$ cat config.mk
export PLATFORM = sky130hd
export DESIGN_NAME = acs_sequencer
export DESIGN_NICKNAME = d
export VERILOG_FILES = /design/src/hw/acs_pkg.sv /design/src/hw/acs_sequencer.sv
export SDC_FILE = /design/constraint.sdc
export NUM_CORES = 1
export LEC_CHECK = 0
export BUFFER_PORTS_ARGS = -buffer_cell sky130_fd_sc_hd__clkbuf_2
export CELL_PAD_IN_SITES_DETAIL_PLACEMENT = 1
export CELL_PAD_IN_SITES_GLOBAL_PLACEMENT = 2
export CORE_UTILIZATION = 30
export CTS_BUF_LIST = sky130_fd_sc_hd__clkbuf_8
export CTS_CLUSTER_SIZE = 30
export DETAILED_ROUTE_END_ITERATION = 12
export HOLD_SLACK_MARGIN = 0.1
export PLACE_DENSITY_LB_ADDON = 0.15
export SETUP_SLACK_MARGIN = 0.4
export SYNTH_ARGS = -nofsm -noshare
export SYNTH_HDL_FRONTEND = slang
export SYNTH_SLANG_ARGS = --single-unit
$ cat constraint.sdc
create_clock -name ref_clk -period 4.11 [get_ports ref_clk]
set_input_delay 0.822 -clock ref_clk [delete_from_list [all_inputs] [get_ports ref_clk]]
set_output_delay 0.822 -clock ref_clk [all_outputs]
set_load 0.02 [all_outputs]
$ cat src/hw/acs_pkg.sv
// constants, registers and carrier types for the adc conversion sequencer
// Overview of operation
// - prescaler runs while converter_enable is set, held reset while it is low
// - setting start_conversion begins conversion at next rising adc clock edge
// - differential channel: start only on every second adc edge since enable
// - normal conversion lasts exactly 13 adc clock cycles
// - first conversion after enable, reference change or differential select lasts 25
// - later conversions on same differential channel are normal length
// - sample-and-hold at 1.5 cycles normal, 13.5 cycles extended
// - on completion store result and set conversion_complete_flag
// - single mode: start_conversion clears as result stored and flag set
// - free-running: restart at once after completion, start bit stays set
// - writing zero to start_conversion has no effect
// - clearing enable (bit 7) turns converter off and aborts conversion
// - free_running_select (bit 5) sets continuous conversion, clear ends it
// - channel_gain_select change mid-conversion waits until completion
// - select codes: 0-3 single inputs, 4-5 in2-in2, 6-7 in2-in3, gain 1x/20x
// - reserved bits 4..3 of channel select read zero
// - result is 10-bit unsigned, zero is ground
package acs_pkg;
  localparam logic [3:0] ACS_ADDR_CTRL   = 4'h6;
  localparam logic [3:0] ACS_ADDR_MUX    = 4'h7;
  localparam logic [3:0] ACS_ADDR_DATA_L = 4'h4;
  localparam logic [3:0] ACS_ADDR_DATA_H = 4'h5;
  localparam logic [3:0] ACS_ADDR_IMASK  = 4'h8;
  localparam logic [3:0] ACS_ADDR_ISTAT  = 4'h9;
  localparam int ACS_BIT_EN   = 7;
  localparam int ACS_BIT_SC   = 6;
  localparam int ACS_BIT_FR   = 5;
  localparam int ACS_BIT_IF   = 4;
  localparam int ACS_BIT_IE   = 3;
  localparam int ACS_BIT_DIFF = 2;
  localparam logic [7:0] ACS_CTRL_RESET = 8'h00;
  localparam logic [7:0] ACS_MUX_RESET  = 8'h00;
  localparam logic [4:0] ACS_NORMAL_CYCLES   = 5'h0d;
  localparam logic [4:0] ACS_EXTENDED_CYCLES = 5'h19;
  // hold happens in the low half of cycle index 1 or 13 (1.5 / 13.5)
  localparam logic [4:0] ACS_HOLD_NORMAL     = 5'h01;
  localparam logic [4:0] ACS_HOLD_EXTENDED   = 5'h0d;

  typedef enum logic [1:0] {
    ACS_IDLE,
    ACS_WAIT,
    ACS_CONV
  } acs_state_type;

  typedef struct packed {
    logic [3:0] addr;
    logic [7:0] wdata;
    logic       wr;
    logic       rd;
  } acs_bus_type;

  typedef struct packed {
    logic       sample_hold;
    logic       convert_active;
    logic       extended;
    logic [2:0] channel_gain;
    logic [1:0] reference;
    logic       differential;
    logic       gain_20x;
  } acs_core_type;

  typedef struct packed {
    acs_state_type state;
    logic [7:0]    ctrl;
    logic [7:0]    mux;
    logic [9:0]    data;
    logic [7:0]    rdata;
    logic [6:0]    pre_cnt;
    logic          adc_clk;
    logic          edge_par;
    logic [4:0]    cyc;
    logic [4:0]    cyc_len;
    logic          ext_pend;
    logic [2:0]    act_mux;
    logic [1:0]    last_ref;
    logic          last_diff;
    logic          hold;
    logic [0:0]    imask;
    logic [0:0]    istat;
  } acs_reg_type;
endpackage : acs_pkg

$ cat src/hw/acs_sequencer.sv
// adc conversion sequencer: register file, prescaler and conversion control
module acs_sequencer (
  input  wire logic                  ref_clk,
  input  wire logic                  sys_rst,
  input  wire acs_pkg::acs_bus_type  bus,
  output logic [7:0]                 rdata,
  input  wire logic [9:0]            core_result,
  output acs_pkg::acs_core_type      core,
  output logic                       irq
);
  acs_pkg::acs_reg_type r_q;
  acs_pkg::acs_reg_type r_d;

  logic [6:0] pre_div;
  logic       adc_rise;
  logic       done;
  logic       armed;
  logic       launch;
  logic [7:0] clear_bits;

  always_comb
  begin
    case (r_q.ctrl[2:0])
      3'h0, 3'h1: pre_div = 7'h01;
      3'h2:       pre_div = 7'h02;
      3'h3:       pre_div = 7'h04;
      3'h4:       pre_div = 7'h08;
      3'h5:       pre_div = 7'h10;
      3'h6:       pre_div = 7'h20;
      default:    pre_div = 7'h40;
    endcase
  end

  always_comb
  begin
    r_d = r_q;
    adc_rise = 1'b0;
    done = 1'b0;
    armed = 1'b0;
    launch = 1'b0;
    clear_bits = 8'h00;
    // prescaler: half-period counter on ref_clk
    if (!r_q.ctrl[acs_pkg::ACS_BIT_EN])
    begin
      r_d.pre_cnt = 7'h00;
      r_d.adc_clk = 1'b0;
      r_d.edge_par = 1'b0;
    end
    // prescale change mid-count must not run the counter round to wrap
    else if (r_q.pre_cnt >= pre_div - 7'h01)
    begin
      r_d.pre_cnt = 7'h00;
      r_d.adc_clk = ~r_q.adc_clk;
      adc_rise = ~r_q.adc_clk;
    end
    else
    begin
      r_d.pre_cnt = r_q.pre_cnt + 7'h01;
    end
    if (adc_rise)
    begin
      r_d.edge_par = ~r_q.edge_par;
    end
    // reference change arms an extended conversion; a newly chosen differential input is only checked at launch
    if (r_q.mux[7:6] != r_q.last_ref)
    begin
      r_d.ext_pend = 1'b1;
    end
    case (r_q.state)
      acs_pkg::ACS_IDLE:
      begin
        // a start bit set now may use an adc edge in this very cycle
        armed = r_q.ctrl[acs_pkg::ACS_BIT_SC];
        if (r_q.ctrl[acs_pkg::ACS_BIT_SC])
        begin
          r_d.state = acs_pkg::ACS_WAIT;
        end
      end
      acs_pkg::ACS_WAIT:
      begin
        armed = 1'b1;
      end
      default:
      begin
        if (adc_rise)
        begin
          if (r_q.cyc == r_q.cyc_len - 5'h01)
          begin
            done = 1'b1;
          end
          else
          begin
            r_d.cyc = r_q.cyc + 5'h01;
          end
        end
      end
    endcase
    // hold asserted during the low half of the documented cycle
    r_d.hold = (r_q.state == acs_pkg::ACS_CONV) && r_q.adc_clk && !r_d.adc_clk
      && (r_q.cyc == ((r_q.cyc_len == acs_pkg::ACS_EXTENDED_CYCLES) ?
          acs_pkg::ACS_HOLD_EXTENDED : acs_pkg::ACS_HOLD_NORMAL));
    if (done)
    begin
      r_d.data = core_result;
      r_d.ctrl[acs_pkg::ACS_BIT_IF] = 1'b1;
      r_d.istat = 1'b1;
      if (r_q.ctrl[acs_pkg::ACS_BIT_FR])
      begin
        r_d.state = acs_pkg::ACS_WAIT;
      end
      else
      begin
        r_d.ctrl[acs_pkg::ACS_BIT_SC] = 1'b0;
        r_d.state = acs_pkg::ACS_IDLE;
      end
    end
    // free-running restarts on the completing edge, no idle adc cycle between; diff inputs wait one more adc edge for odd parity
    armed = armed || (done && r_q.ctrl[acs_pkg::ACS_BIT_FR]);
    // diff inputs start only on odd-numbered edges counted from enable
    launch = armed && adc_rise
      && (!r_q.mux[acs_pkg::ACS_BIT_DIFF] || !r_q.edge_par);
    if (launch)
    begin
      r_d.state = acs_pkg::ACS_CONV;
      r_d.act_mux = r_q.mux[2:0];
      r_d.last_ref = r_q.mux[7:6];
      r_d.last_diff = r_q.mux[acs_pkg::ACS_BIT_DIFF];
      r_d.cyc = 5'h00;
      if (r_q.ext_pend || (r_q.mux[acs_pkg::ACS_BIT_DIFF] && !r_q.last_diff)
          || r_q.mux[7:6] != r_q.last_ref)
      begin
        r_d.cyc_len = acs_pkg::ACS_EXTENDED_CYCLES;
      end
      else
      begin
        r_d.cyc_len = acs_pkg::ACS_NORMAL_CYCLES;
      end
      r_d.ext_pend = 1'b0;
    end
    // register writes; hardware set beats a software clear
    if (bus.wr)
    begin
      if (bus.addr == acs_pkg::ACS_ADDR_CTRL)
      begin
        r_d.ctrl[7] = bus.wdata[7];
        r_d.ctrl[5] = bus.wdata[5];
        r_d.ctrl[3:0] = bus.wdata[3:0];
        if (bus.wdata[acs_pkg::ACS_BIT_SC])
        begin
          r_d.ctrl[acs_pkg::ACS_BIT_SC] = 1'b1;
        end
        if (bus.wdata[acs_pkg::ACS_BIT_IF] && !done)
        begin
          r_d.ctrl[acs_pkg::ACS_BIT_IF] = 1'b0;
        end
        if (bus.wdata[acs_pkg::ACS_BIT_EN] && !r_q.ctrl[acs_pkg::ACS_BIT_EN])
        begin
          r_d.ext_pend = 1'b1;
        end
      end
      else if (bus.addr == acs_pkg::ACS_ADDR_MUX)
      begin
        r_d.mux = {bus.wdata[7:5], 2'h0, bus.wdata[2:0]};
      end
      else if (bus.addr == acs_pkg::ACS_ADDR_IMASK)
      begin
        r_d.imask = bus.wdata[0:0];
      end
      else if (bus.addr == acs_pkg::ACS_ADDR_ISTAT)
      begin
        clear_bits[0] = bus.wdata[0];
      end
    end
    if (clear_bits[0] && !done)
    begin
      r_d.istat = 1'b0;
    end
    // disable aborts and forces idle
    if (!r_d.ctrl[acs_pkg::ACS_BIT_EN])
    begin
      r_d.state = acs_pkg::ACS_IDLE;
      r_d.ctrl[acs_pkg::ACS_BIT_SC] = 1'b0;
    end
    if (bus.rd)
    begin
      if (bus.addr == acs_pkg::ACS_ADDR_CTRL)
      begin
        r_d.rdata = r_q.ctrl;
      end
      else if (bus.addr == acs_pkg::ACS_ADDR_MUX)
      begin
        r_d.rdata = {r_q.mux[7:5], 2'h0, r_q.mux[2:0]};
      end
      else if (bus.addr == acs_pkg::ACS_ADDR_DATA_L)
      begin
        r_d.rdata = r_q.data[7:0];
      end
      else if (bus.addr == acs_pkg::ACS_ADDR_DATA_H)
      begin
        r_d.rdata = {6'h00, r_q.data[9:8]};
      end
      else if (bus.addr == acs_pkg::ACS_ADDR_IMASK)
      begin
        r_d.rdata = {7'h00, r_q.imask};
      end
      else if (bus.addr == acs_pkg::ACS_ADDR_ISTAT)
      begin
        r_d.rdata = {7'h00, r_q.istat};
      end
      else
      begin
        r_d.rdata = 8'h00;
      end
    end
    else
    begin
      r_d.rdata = 8'h00;
    end
  end

  always_ff @(posedge ref_clk)
  begin
    if (sys_rst)
    begin
      r_q <= '0;
      r_q.ctrl <= acs_pkg::ACS_CTRL_RESET;
      r_q.mux <= acs_pkg::ACS_MUX_RESET;
      r_q.state <= acs_pkg::ACS_IDLE;
    end
    else
    begin
      r_q <= r_d;
    end
  end

  assign rdata = r_q.rdata;
  assign core.sample_hold = r_q.hold;
  assign core.convert_active = (r_q.state == acs_pkg::ACS_CONV);
  assign core.extended = (r_q.cyc_len == acs_pkg::ACS_EXTENDED_CYCLES);
  assign core.channel_gain = r_q.act_mux;
  assign core.reference = r_q.last_ref;
  assign core.differential = r_q.act_mux[2];
  assign core.gain_20x = r_q.act_mux[2] & r_q.act_mux[0];
  // both sticky flags gated: ctrl flag by irq enable, status bit by mask
  assign irq = (r_q.ctrl[acs_pkg::ACS_BIT_IF] & r_q.ctrl[acs_pkg::ACS_BIT_IE])
             | (r_q.istat[0] & r_q.imask[0]);
endmodule : acs_sequencer

Yosys cells after proc, flatten, opt, wreduce, memory -nomap -nowiden
Cells that the tools add are included.
{"block": "classes", "n_addsub": 4, "n_lt_le_gt_ge": 1, "n_mux": 43, "n_eq_ne": 19, "bitwise_logic": 13, "n_reduce_logical": 40}
{"operator": "$mux W8", "n": 6}
{"operator": "$pmux W7 S6", "n": 1}
{"operator": "$mux W1", "n": 26}
{"operator": "$eq A4 B3 Y1 const B", "n": 4}
{"operator": "$mux W16", "n": 1}
{"operator": "$reduce_or A2 Y1", "n": 6}
{"operator": "$logic_and A1 B1 Y1", "n": 10}
{"operator": "$mux W2", "n": 5}
{"operator": "$eq A3 B3 Y1 const B", "n": 3}
{"operator": "$not A1 Y1", "n": 9}
{"operator": "$eq A4 B4 Y1 const B", "n": 2}
{"operator": "$add A7 B1 Y7 const B", "n": 1}
{"operator": "$ge A7 B7 Y1", "n": 1}
{"operator": "$mux W7", "n": 1}
{"operator": "$sub A7 B1 Y7 const B", "n": 1}
{"operator": "$eq A3 B2 Y1 const B", "n": 2}
{"operator": "$logic_not A1 Y1", "n": 6}
{"operator": "$reduce_and A2 Y1", "n": 3}
{"operator": "$reduce_and A3 Y1", "n": 2}
{"operator": "$reduce_bool A3 Y1", "n": 2}
{"operator": "$reduce_or A3 Y1", "n": 2}
{"operator": "$add A5 B1 Y5 const B", "n": 1}
{"operator": "$eq A5 B4 Y1", "n": 1}
{"operator": "$eq A5 B5 Y1", "n": 1}
{"operator": "17 further kinds", "n": 23}
{"block": "totals", "in_bits": 26, "regBits": 63, "word_cells": 140, "out_inout_bits": 19}

Logic depth before layout (Yosys ltp)
Gate-level depths: netlist of run 1.
{"block": "depth", "word_depth": 17, "mapped_depth": 17, "ltp_nobuf": 15}

Worst setup path before layout of run 1
OpenSTA, ideal clock, no wires.
{"block": "synth_timing", "kind": "flip-flop to flip-flop", "from": "reg r_q[56] in the netlist's numbering", "to": "reg r_q[46] in the netlist's numbering", "path_buffers": 3, "synth_period_minus_slack_ns": 3.187, "arrival_ns": 3.054, "required_ns": 3.978, "path_slack_ns": 0.923, "path_stages_with_launch": 17, "setup_ns": 0.132, "cell_sequence": "dfxtp_1 clkbuf_1 or2_2 ha_1 nor4_1 a21oi_1 ha_1 a21o_1 a21o_1 a21o_1 a21o_1 ha_1 and3_1 clkbuf_1 clkbuf_1 nand3_1 a21oi_1"}
{"block": "synth_between", "elab_chain_cells": 9, "elab_cells_between_ends": 15, "cone_classes": "1 x add/sub; 1 x order compare; 6 x eq/ne; 5 x mux; 2 x reduce/logical"}
{"element": "start, declared", "line_no": "acs_sequencer.sv:11", "rtl": "acs_pkg::acs_reg_type r_q;"}
{"element": "start signal, assigned", "line_no": "acs_sequencer.sv:232", "rtl": "r_q <= r_d;"}
{"element": "$eq A3 B1 Y1 / $logic_not A3 Y1 (equally long branches)", "line_no": "acs_sequencer.sv:23", "rtl": "case (r_q.ctrl[2:0])"}
{"element": "$reduce_or A2 Y1", "line_no": "acs_sequencer.sv:23"}
{"element": "$pmux W7 S6 *", "line_no": "acs_sequencer.sv:23"}
{"element": "$sub A7 B1 Y7 *", "line_no": "acs_sequencer.sv:50", "rtl": "else if (r_q.pre_cnt >= pre_div - 7'h01)"}
{"element": "$ge A7 B7 Y1 *", "line_no": "acs_sequencer.sv:50"}
{"element": "$mux W1 *", "line_no": "acs_sequencer.sv:50"}
{"element": "$mux W1 *", "line_no": "acs_sequencer.sv:43", "rtl": "if (!r_q.ctrl[acs_pkg::ACS_BIT_EN])"}
{"element": "$mux W1 *", "line_no": "acs_sequencer.sv:85", "rtl": "if (adc_rise)"}
{"element": "$mux W1 *", "line_no": "acs_sequencer.sv:69", "rtl": "case (r_q.state)"}
Every way passes the cells marked *; elsewhere a longest branch is shown, timed or not.
A chain may end at the register's enable or synchronous reset.

Worst setup path after layout of run 1
{"block": "layout_timing", "from": "reg r_q[56] in the netlist's numbering", "to": "reg r_q[19] in the netlist's numbering"}
{"block": "layout_between", "elab_chain_cells": 14, "elab_cells_between_ends": 21, "cone_classes": "1 x add/sub; 1 x order compare; 6 x eq/ne; 5 x mux; 8 x reduce/logical"}
{"element": "$eq A3 B1 Y1 / $logic_not A3 Y1 (equally long branches)", "line_no": "acs_sequencer.sv:23"}
{"element": "$reduce_or A2 Y1", "line_no": "acs_sequencer.sv:23"}
{"element": "$pmux W7 S6 *", "line_no": "acs_sequencer.sv:23"}
{"element": "$sub A7 B1 Y7 *", "line_no": "acs_sequencer.sv:50"}
{"element": "$ge A7 B7 Y1 *", "line_no": "acs_sequencer.sv:50"}
{"element": "$mux W1 *", "line_no": "acs_sequencer.sv:50"}
{"element": "$mux W1 *", "line_no": "acs_sequencer.sv:43"}
{"element": "$mux W1", "line_no": "acs_sequencer.sv:85"}
{"element": "$mux W1", "line_no": "acs_sequencer.sv:69"}
{"element": "$logic_and A1 B1 Y1", "line_no": "acs_sequencer.sv:118", "rtl": "armed = armed || (done && r_q.ctrl[acs_pkg::ACS_BIT_FR]);"}
{"element": "$logic_or A1 B1 Y1", "line_no": "acs_sequencer.sv:118"}
{"element": "$logic_and A1 B1 Y1", "line_no": "acs_sequencer.sv:120", "rtl": "launch = armed && adc_rise"}
{"element": "$logic_and A1 B1 Y1", "line_no": "acs_sequencer.sv:121", "rtl": "&& (!r_q.mux[acs_pkg::ACS_BIT_DIFF] || !r_q.edge_par);"}
{"element": "$reduce_or A2 Y1 (no line)"}
Marked as above.

==> results.md, run 1 <==
- DRT iter0 DRCs: 36
- Pwr Density: approximately 360 nW/um^2
- Fmax: between 0.2 and 0.3 GHz
- Max FO, Critical Path: 15
- Async SR Flop Fraction: 0
- Most frequent CP cell: a21o_1
- DRC violations left: 0
- Die height: 102.8 um
- MaxCap Viol Count: 0
- Cells after DPL: roughly 500
- Vias: ~2500
- Final Max Slew Viols: 0
- Crit share post-route: 0.8536
- Diode count: 0
- Min Tclk post-route: roughly 3.5 ns
- Delay-heaviest family, CP: simple AND/OR/NAND/NOR gates
- Initial Util: 0.3107
- Static leakage: about 1.4 nW
- Post-synthesis adder-cell area fraction: 0.06153
- Maximum number of pins on one net before global-route repair: 28
- Antenna violations before repair: 0
- DIE WIDTH: approximately 100 um
- Worst Tran Pin Value: just over 0.8 ns
- Mux share of post-synthesis cell area: 0.06645
- Unrepaired setup endpoints after global routing: yes
- Final worst slack: approximately 0.60 ns
- Syn avg cell area: slightly below 9 um^2
- Net Count, Synth: ~400
- Post-Syn Area: slightly above 3000 um^2
- Gr ovfl total: 0
- Routed length per placed instance: ~16 um
- CP endpoint kind: flip-flop
- Number of global-route vias before repair: 2583
- Post-synth top flop: dfxtp_1
- Clk sinks: 60
- Vias per cell: roughly 5
- Pre-Repair DR Iteration Count: 4
- Relative slew margins: 0.4497
- Ports: 45
- Worst min path class: reg2reg
- Commonest non-fill, non-tap cell in the layout: dfxtp_1
- Worst-skew pair later-pin latency: between 0.3 and 0.4 ns
- Port bufs: 44
- H-tree Lvls: 3
- Ys Warns: 0
- Worst Path Class, Setup: reg2reg
- Core area: around 9800 um^2
- Yosys reg bits: 60
- Reg clk slew, reported paths: around 0.070 ns
- Bufs on Longest Clock Path: 2
- Layout cell share with drive strength beyond 1: 0.1873
- Worst path slowest cell: and3_2
- GRT Total Usage: 0.1744
- Crit path arrival time: ~3.8 ns
- Die area: ~11000 um^2
- Fill cell count: approximately 1200
- Distinct cell type count of the synthesized netlist: 49
- First-pass GRT wire length: about 14000 um
- Setup total negative slack: 0 ns
- Seq/Total Area, Yosys: 0.3938
- Synth Area in XOR/XNOR: 0.03897
- Root Buffer: clkbuf_8
- Post-Route Skew: a little under 0.009 ns
- CP Buf/Inv Count: 0
- Status: finished, final reports clean
- Gate Count Post-Synth: 350
- Hold buffer count at CTS: 0
- Standard-cell rows: 36
- Final hold vios: 0
- Commonest non-fill, non-tap cells in the layout: dfxtp_1, clkbuf_2, a21oi_1
- Pre-CTS setup slack: 0.4570 ns
- CP cell instances: or2_2 -> ha_1 -> nor4_1 -> a21oi_1 -> ha_1 -> a21o_1 -> a21o_1 -> a21o_1 -> a21o_1 -> ha_1 -> and3_2 -> nand4_1 -> or3_1 -> a21oi_1
- TritonCTS clock tree: yes
- Total Wirelength: 8399 um
- Post-route ant nets: 0
- Non-Filler Instances: between 500 and 600
- Peak VDD IR: ~120 uV
- P&R area growth vs syn: 14.93%
- Compound-cell area share of the yosys netlist: 0.1813
- CP Launch Type: flip-flop
- GP Congestion: between 0.7 and 0.8
- CP max stage delay: ~0.43 ns
- DP Wirelength: just over 6000 um
- TritonCTS Buffers: 9
- Layout net count: between 400 and 500
- Critical Path RT: around 4.4 ns
- Final setup violation count: 0
- Main combinational cell family by area after synthesis: compound AO/OA/AOI/OAI gates
- Post-synth EDFFs: 0
- Synth Area in Simple Gates: 0.1751
[logic make-up (layout without fill, tap and decap cells)]
family	after synthesis	after routing
flops	60	60
buf+inv	50	79
simple gates	108	108
xor+xnor	12	12
fa+ha+maj	15	15
compound gates	86	86
mux	19	19
[area by class of cell]
type                       instances  area (um^2)  area share
clock buffer                      11        151.4     0.04318
clock inverter                     4        72.57     0.02070
inverter                          16        60.06     0.01713
multi-input combinational        240         1604      0.4575
sequential                        60         1201      0.3426
tap                              133        166.4     0.04747
timing repair buffer              48        250.2     0.07138
[through the flow]
stage | cell area (um^2) | util | hold slack (ns) | power, mW
2_1_floorplan | 3050 | - | 0.4384 | 0.6344
3_3_place_gp | 3267 | 0.3327 | 0.4451 | 0.6610
3_5_place_dp | 3267 | 0.3327 | 0.4619 | 0.6611
4_1_cts | 3491 | 0.3555 | 0.4727 | 1.278
5_1_grt | 3506 | 0.3570 | 0.5008 | 1.313
6_report | 3506 | 0.3570 | 0.4640 | 1.263
[power breakdown]
| part | internal [mW] | total (mW) | switching (mW) |
|---|---|---|---|
| registers | 0.584 | 0.587 | 0.00293 |
| logic | 0.0235 | 0.0614 | 0.0379 |
| clock network | 0.370 | 0.614 | 0.244 |
| total | 0.978 | 1.26 | 0.285 |
[worst register-to-register path: cells and delay by family, from the launching register on]
family          cells  cell delay (ns)
simple gates        5             1.46
compound gates      6             0.81
fa+ha+maj           3             0.77
flops               1             0.38
[sequential cells by signal, summed over array words and instances, names as in the netlist]
| name | cells |
|---|---|
| r_q | 46 |
| rdata | 8 |
| core | 6 |
[worst paths after layout]
kind	startpoint	endpoint	slack, ns	cells after the start
worst min-delay path	core[5]	core[5]	0.46	2
worst max register to register	r_q[56]	r_q[19]	0.60	14
worst min register to register	core[5]	core[5]	0.46	2
worst max-delay path	r_q[56]	r_q[19]	0.60	14
[cell usage after synthesis, types with 2 or more instances]
master | instances | area [um^2]
or3_1 | 4 | 25.02
dfxtp_1 | 60 | 1201
a21oi_1 | 31 | 155.2
nor2_1 | 27 | 101.4
mux2i_1 | 18 | 180.2
xnor2_1 | 5 | 43.79
a2111o_1 | 2 | 22.52
o211ai_1 | 3 | 22.52
nor4_1 | 5 | 31.28
nand4_1 | 2 | 12.51
nand2_1 | 25 | 93.84
buf_4 | 15 | 112.6
a22oi_1 | 2 | 15.01
and3_1 | 3 | 18.77
clkbuf_1 | 17 | 63.81
nand3_1 | 22 | 110.1
o2111a_1 | 2 | 22.52
o21ai_0 | 21 | 105.1
inv_1 | 15 | 56.30
a21o_1 | 6 | 45.04
nor2b_1 | 4 | 25.02
nor3_1 | 5 | 25.02
a2111oi_0 | 9 | 78.83
o31ai_1 | 2 | 15.01
and2_1 | 2 | 12.51
xor2_1 | 6 | 52.55
ha_1 | 15 | 187.7
[repair_timing]
action,CTS,global route
setup buffers,0,1
setup endpoints to repair,0,18
hold endpoints to repair,0,0
gates resized for setup,0,3
[per-layer routing]
| metal | wire (um) | GRT usage |
|---|---|---|
| met1 | 4025 | 0.2228 |
| met2 | 4034 | 0.2933 |
| met3 | 210 | 0.03525 |
| met4 | 128 | 0.05850 |
| met5 | 0 | 0 |
No activity file was read; power rests on OpenSTA's default activity.
==> run 2: changes to the inputs <==
--- a/config.mk
+++ b/config.mk
@@ -5,6 +5,7 @@
 export SDC_FILE = /design/constraint.sdc
 export NUM_CORES = 1
 export LEC_CHECK = 0
+export ABC_AREA = 1
 export BUFFER_PORTS_ARGS = -buffer_cell sky130_fd_sc_hd__clkbuf_2
 export CELL_PAD_IN_SITES_DETAIL_PLACEMENT = 1
 export CELL_PAD_IN_SITES_GLOBAL_PLACEMENT = 2
==> results.md, run 2 <==
- DIE WIDTH: 103.4 um
- TritonCTS Buffers: 9
- CP Launch Type: flip-flop
- Max reg flops: 46
- Diode count: 0
- Die area: 10690 um^2
- Number of global-route vias before repair: 2715
- GRT Total Usage: 0.1626
- Syn avg cell area: about 7.4 um^2
- Reg clk slew, reported paths: roughly 0.070 ns
- Worst hold margin: approximately 0.45 ns
- Setup total negative slack: 0 ns
- Largest reg by FF count: r_q
- Final Util: 0.3591
- Layout cell share with drive strength beyond 1: 0.1678
- Commonest non-fill, non-tap cell in the layout: inv_1
- Worst-skew pair later-pin latency: roughly 0.34 ns
- Port bufs: 44
- Cells after DPL: 571
- Post-CTS setup buffers: 0
- Synth cell count leaders: inv_1, nand2_1, dfxtp_1
- Post-Syn Area: 3083 um^2
- Worst min path class: reg2reg
- Pwr Total: between 1 and 1.5 mW
- Post-synth top flop: dfxtp_1
- Distinct cell type count of the synthesized netlist: 35
- Vias per cell: 4.681
- Unrepaired setup endpoints after global routing: no
- Gr ovfl total: 0
- Synth area leader: dfxtp_1
- Initial Util: 0.3125
- Relative slew margins: 0.4925
- Final Max Slew Viols: 0
- Die height: 103.4 um
- Gate Count Post-Synth: 416
- CTS resizes: 0
- Clk sinks: 60
- Net Count, Synth: ~460
- Antenna violations before repair: 0
- Critical Path RT: around 4.3 ns
- DP Wirelength: around 6100 um
- DRT iter0 DRCs: 58
- Fmax: 0.3034 GHz
- Share of Yosys cell area claimed by the top area cell type: 0.3896
- Routed length per placed instance: roughly 14 um
- Pwr Density: 368.8 nW/um^2
- Worst Path Class, Setup: reg2reg
- Layout net count: between 400 and 500
- Peak VDD IR: about 180 uV
- Synth area leaders: dfxtp_1, inv_1, nand2_1
- Vias: 2743
- Seq/Total Area, Yosys: 0.3896
- First-pass GRT wire length: around 13000 um
- DRC violations left: 0
- Final hold vios: 0
- Maximum number of pins on one net before global-route repair: 26
- Pre-Repair DR Iteration Count: 4
- Post-route ant nets: 0
- Crit path arrival time: roughly 3.5 ns
- Root Buffer: clkbuf_8
- H-tree Lvls: 3
- GP Congestion: between 0.7 and 0.8
- Status: finished, final reports clean
- Post-synth EDFFs: 0
- Post-Route Skew: 0.01016 ns
- TritonCTS clock tree: yes
- Fill cell count: approximately 1200
- Worst Tran Pin Value: 0.7604 ns
- Core area: 9864 um^2
- Static leakage: about 1.5 nW
- Total Wirelength: between 7000 and 8000 um
- Bufs on Longest Clock Path: 2
- Standard-cell rows: 36
- Final setup violation count: 0
- Hold buffer count at CTS: 0
- MaxCap Viol Count: 0
- Yosys reg bits: 60
- P&R area growth vs syn: 14.89%
- Crit share post-route: 0.8019
- Async SR Flop Fraction: 0
- CP endpoint kind: flip-flop
- Max FO, Critical Path: 24
- Min Tclk post-route: around 3.3 ns
- Non-Filler Instances: 586
- Count leader, synth: inv_1
- Commonest non-fill, non-tap cells in the layout: inv_1, nand2_1, dfxtp_1
- Ports: 45
- Ys Warns: 0
==> run 2: changes by cell type in the layout (fill, tap and decap cells not counted), sizes merged, moves of 6 or more <==
cell	before	now
a2111oi	9	1
inv	15	66
nor2	27	42
a21o	6	0
o21ai	22	32
nand2	25	68
nand4	2	10
a21oi	32	46
mux2i	18	0
==> run 2: layer usage <==
layer  wire [um]  GRT usage  share of wire  vias up
met1        3917     0.2157           0.49     1301
met3         263    0.03965          0.033       10
met4          84    0.04875          0.011        0
li1            -          -              -     1396
met5           0          0              0        -
met2        3657     0.2608           0.46       36
==> run 2: report_power, final <==
part           leakage, nW  internal [mW]  switching, mW  total (mW)
Clock                0.122          0.414          0.241       0.655
Combinational        0.862         0.0231         0.0413      0.0643
Sequential           0.484          0.585        0.00227       0.587
Total                 1.47           1.02          0.285        1.31
==> run 2: worst paths after layout <==
| path | cells after the start | start | to | slack, ns |
|---|---|---|---|---|
| hold / removal | 2 | r_q[42] | r_q[42] | 0.45 |
| setup reg to reg | 16 | r_q[57] | r_q[45] | 0.81 |
| setup / recovery | 16 | r_q[57] | r_q[45] | 0.81 |
| hold reg to reg | 2 | r_q[42] | r_q[42] | 0.45 |
==> run 2: kinds of logic after synthesis <==
| kind of cell | count (synthesis) | synth area share |
|---|---|---|
| XOR/XNOR | 10 | 0.02841 |
| AO/OA/AOI/OAI | 88 | 0.1510 |
| buffers and inverters | 90 | 0.1388 |
| AND/OR/NAND/NOR | 153 | 0.2313 |
| flip-flops | 60 | 0.3896 |
| adder cells (fa/ha/maj) | 15 | 0.06088 |
==> run 2: critical path: stages (launching register included) <==
cell and delay [ns]:
dfxtp_1 0.33, inv_1 0.14, nand3_1 0.11, ha_1 0.27, nor3_1 0.19, a31oi_1 0.07, ha_1 0.30, nand2_1 0.08
nor3_1 0.18, nand3_1 0.12, nand3_1 0.10, ha_1 0.20, nand2_2 0.08, nor2_4 0.17, nand3_2 0.42, o21ai_0 0.33
a21oi_1 0.07
==> run 2: through the flow <==
step	area (um^2)	setup WS, ns
after floorplan	3083	1.239
after global placement	3304	0.9612
after detailed placement	3304	0.8390
after CTS	3542	0.7794
after global routing	3542	0.4376
final	3542	0.8141
==> run 2: final cells by class <==
type                            instances  area (um^2)  area share
Clock buffer                           10        137.6     0.03886
Clock inverter                          5        100.1     0.02826
Inverter                               66        247.7     0.06994
Multi-Input combinational cell        266         1454      0.4105
Sequential cell                        60         1201      0.3391
Tap cell                              133        166.4     0.04698
Timing Repair Buffer                   46        235.2     0.06641
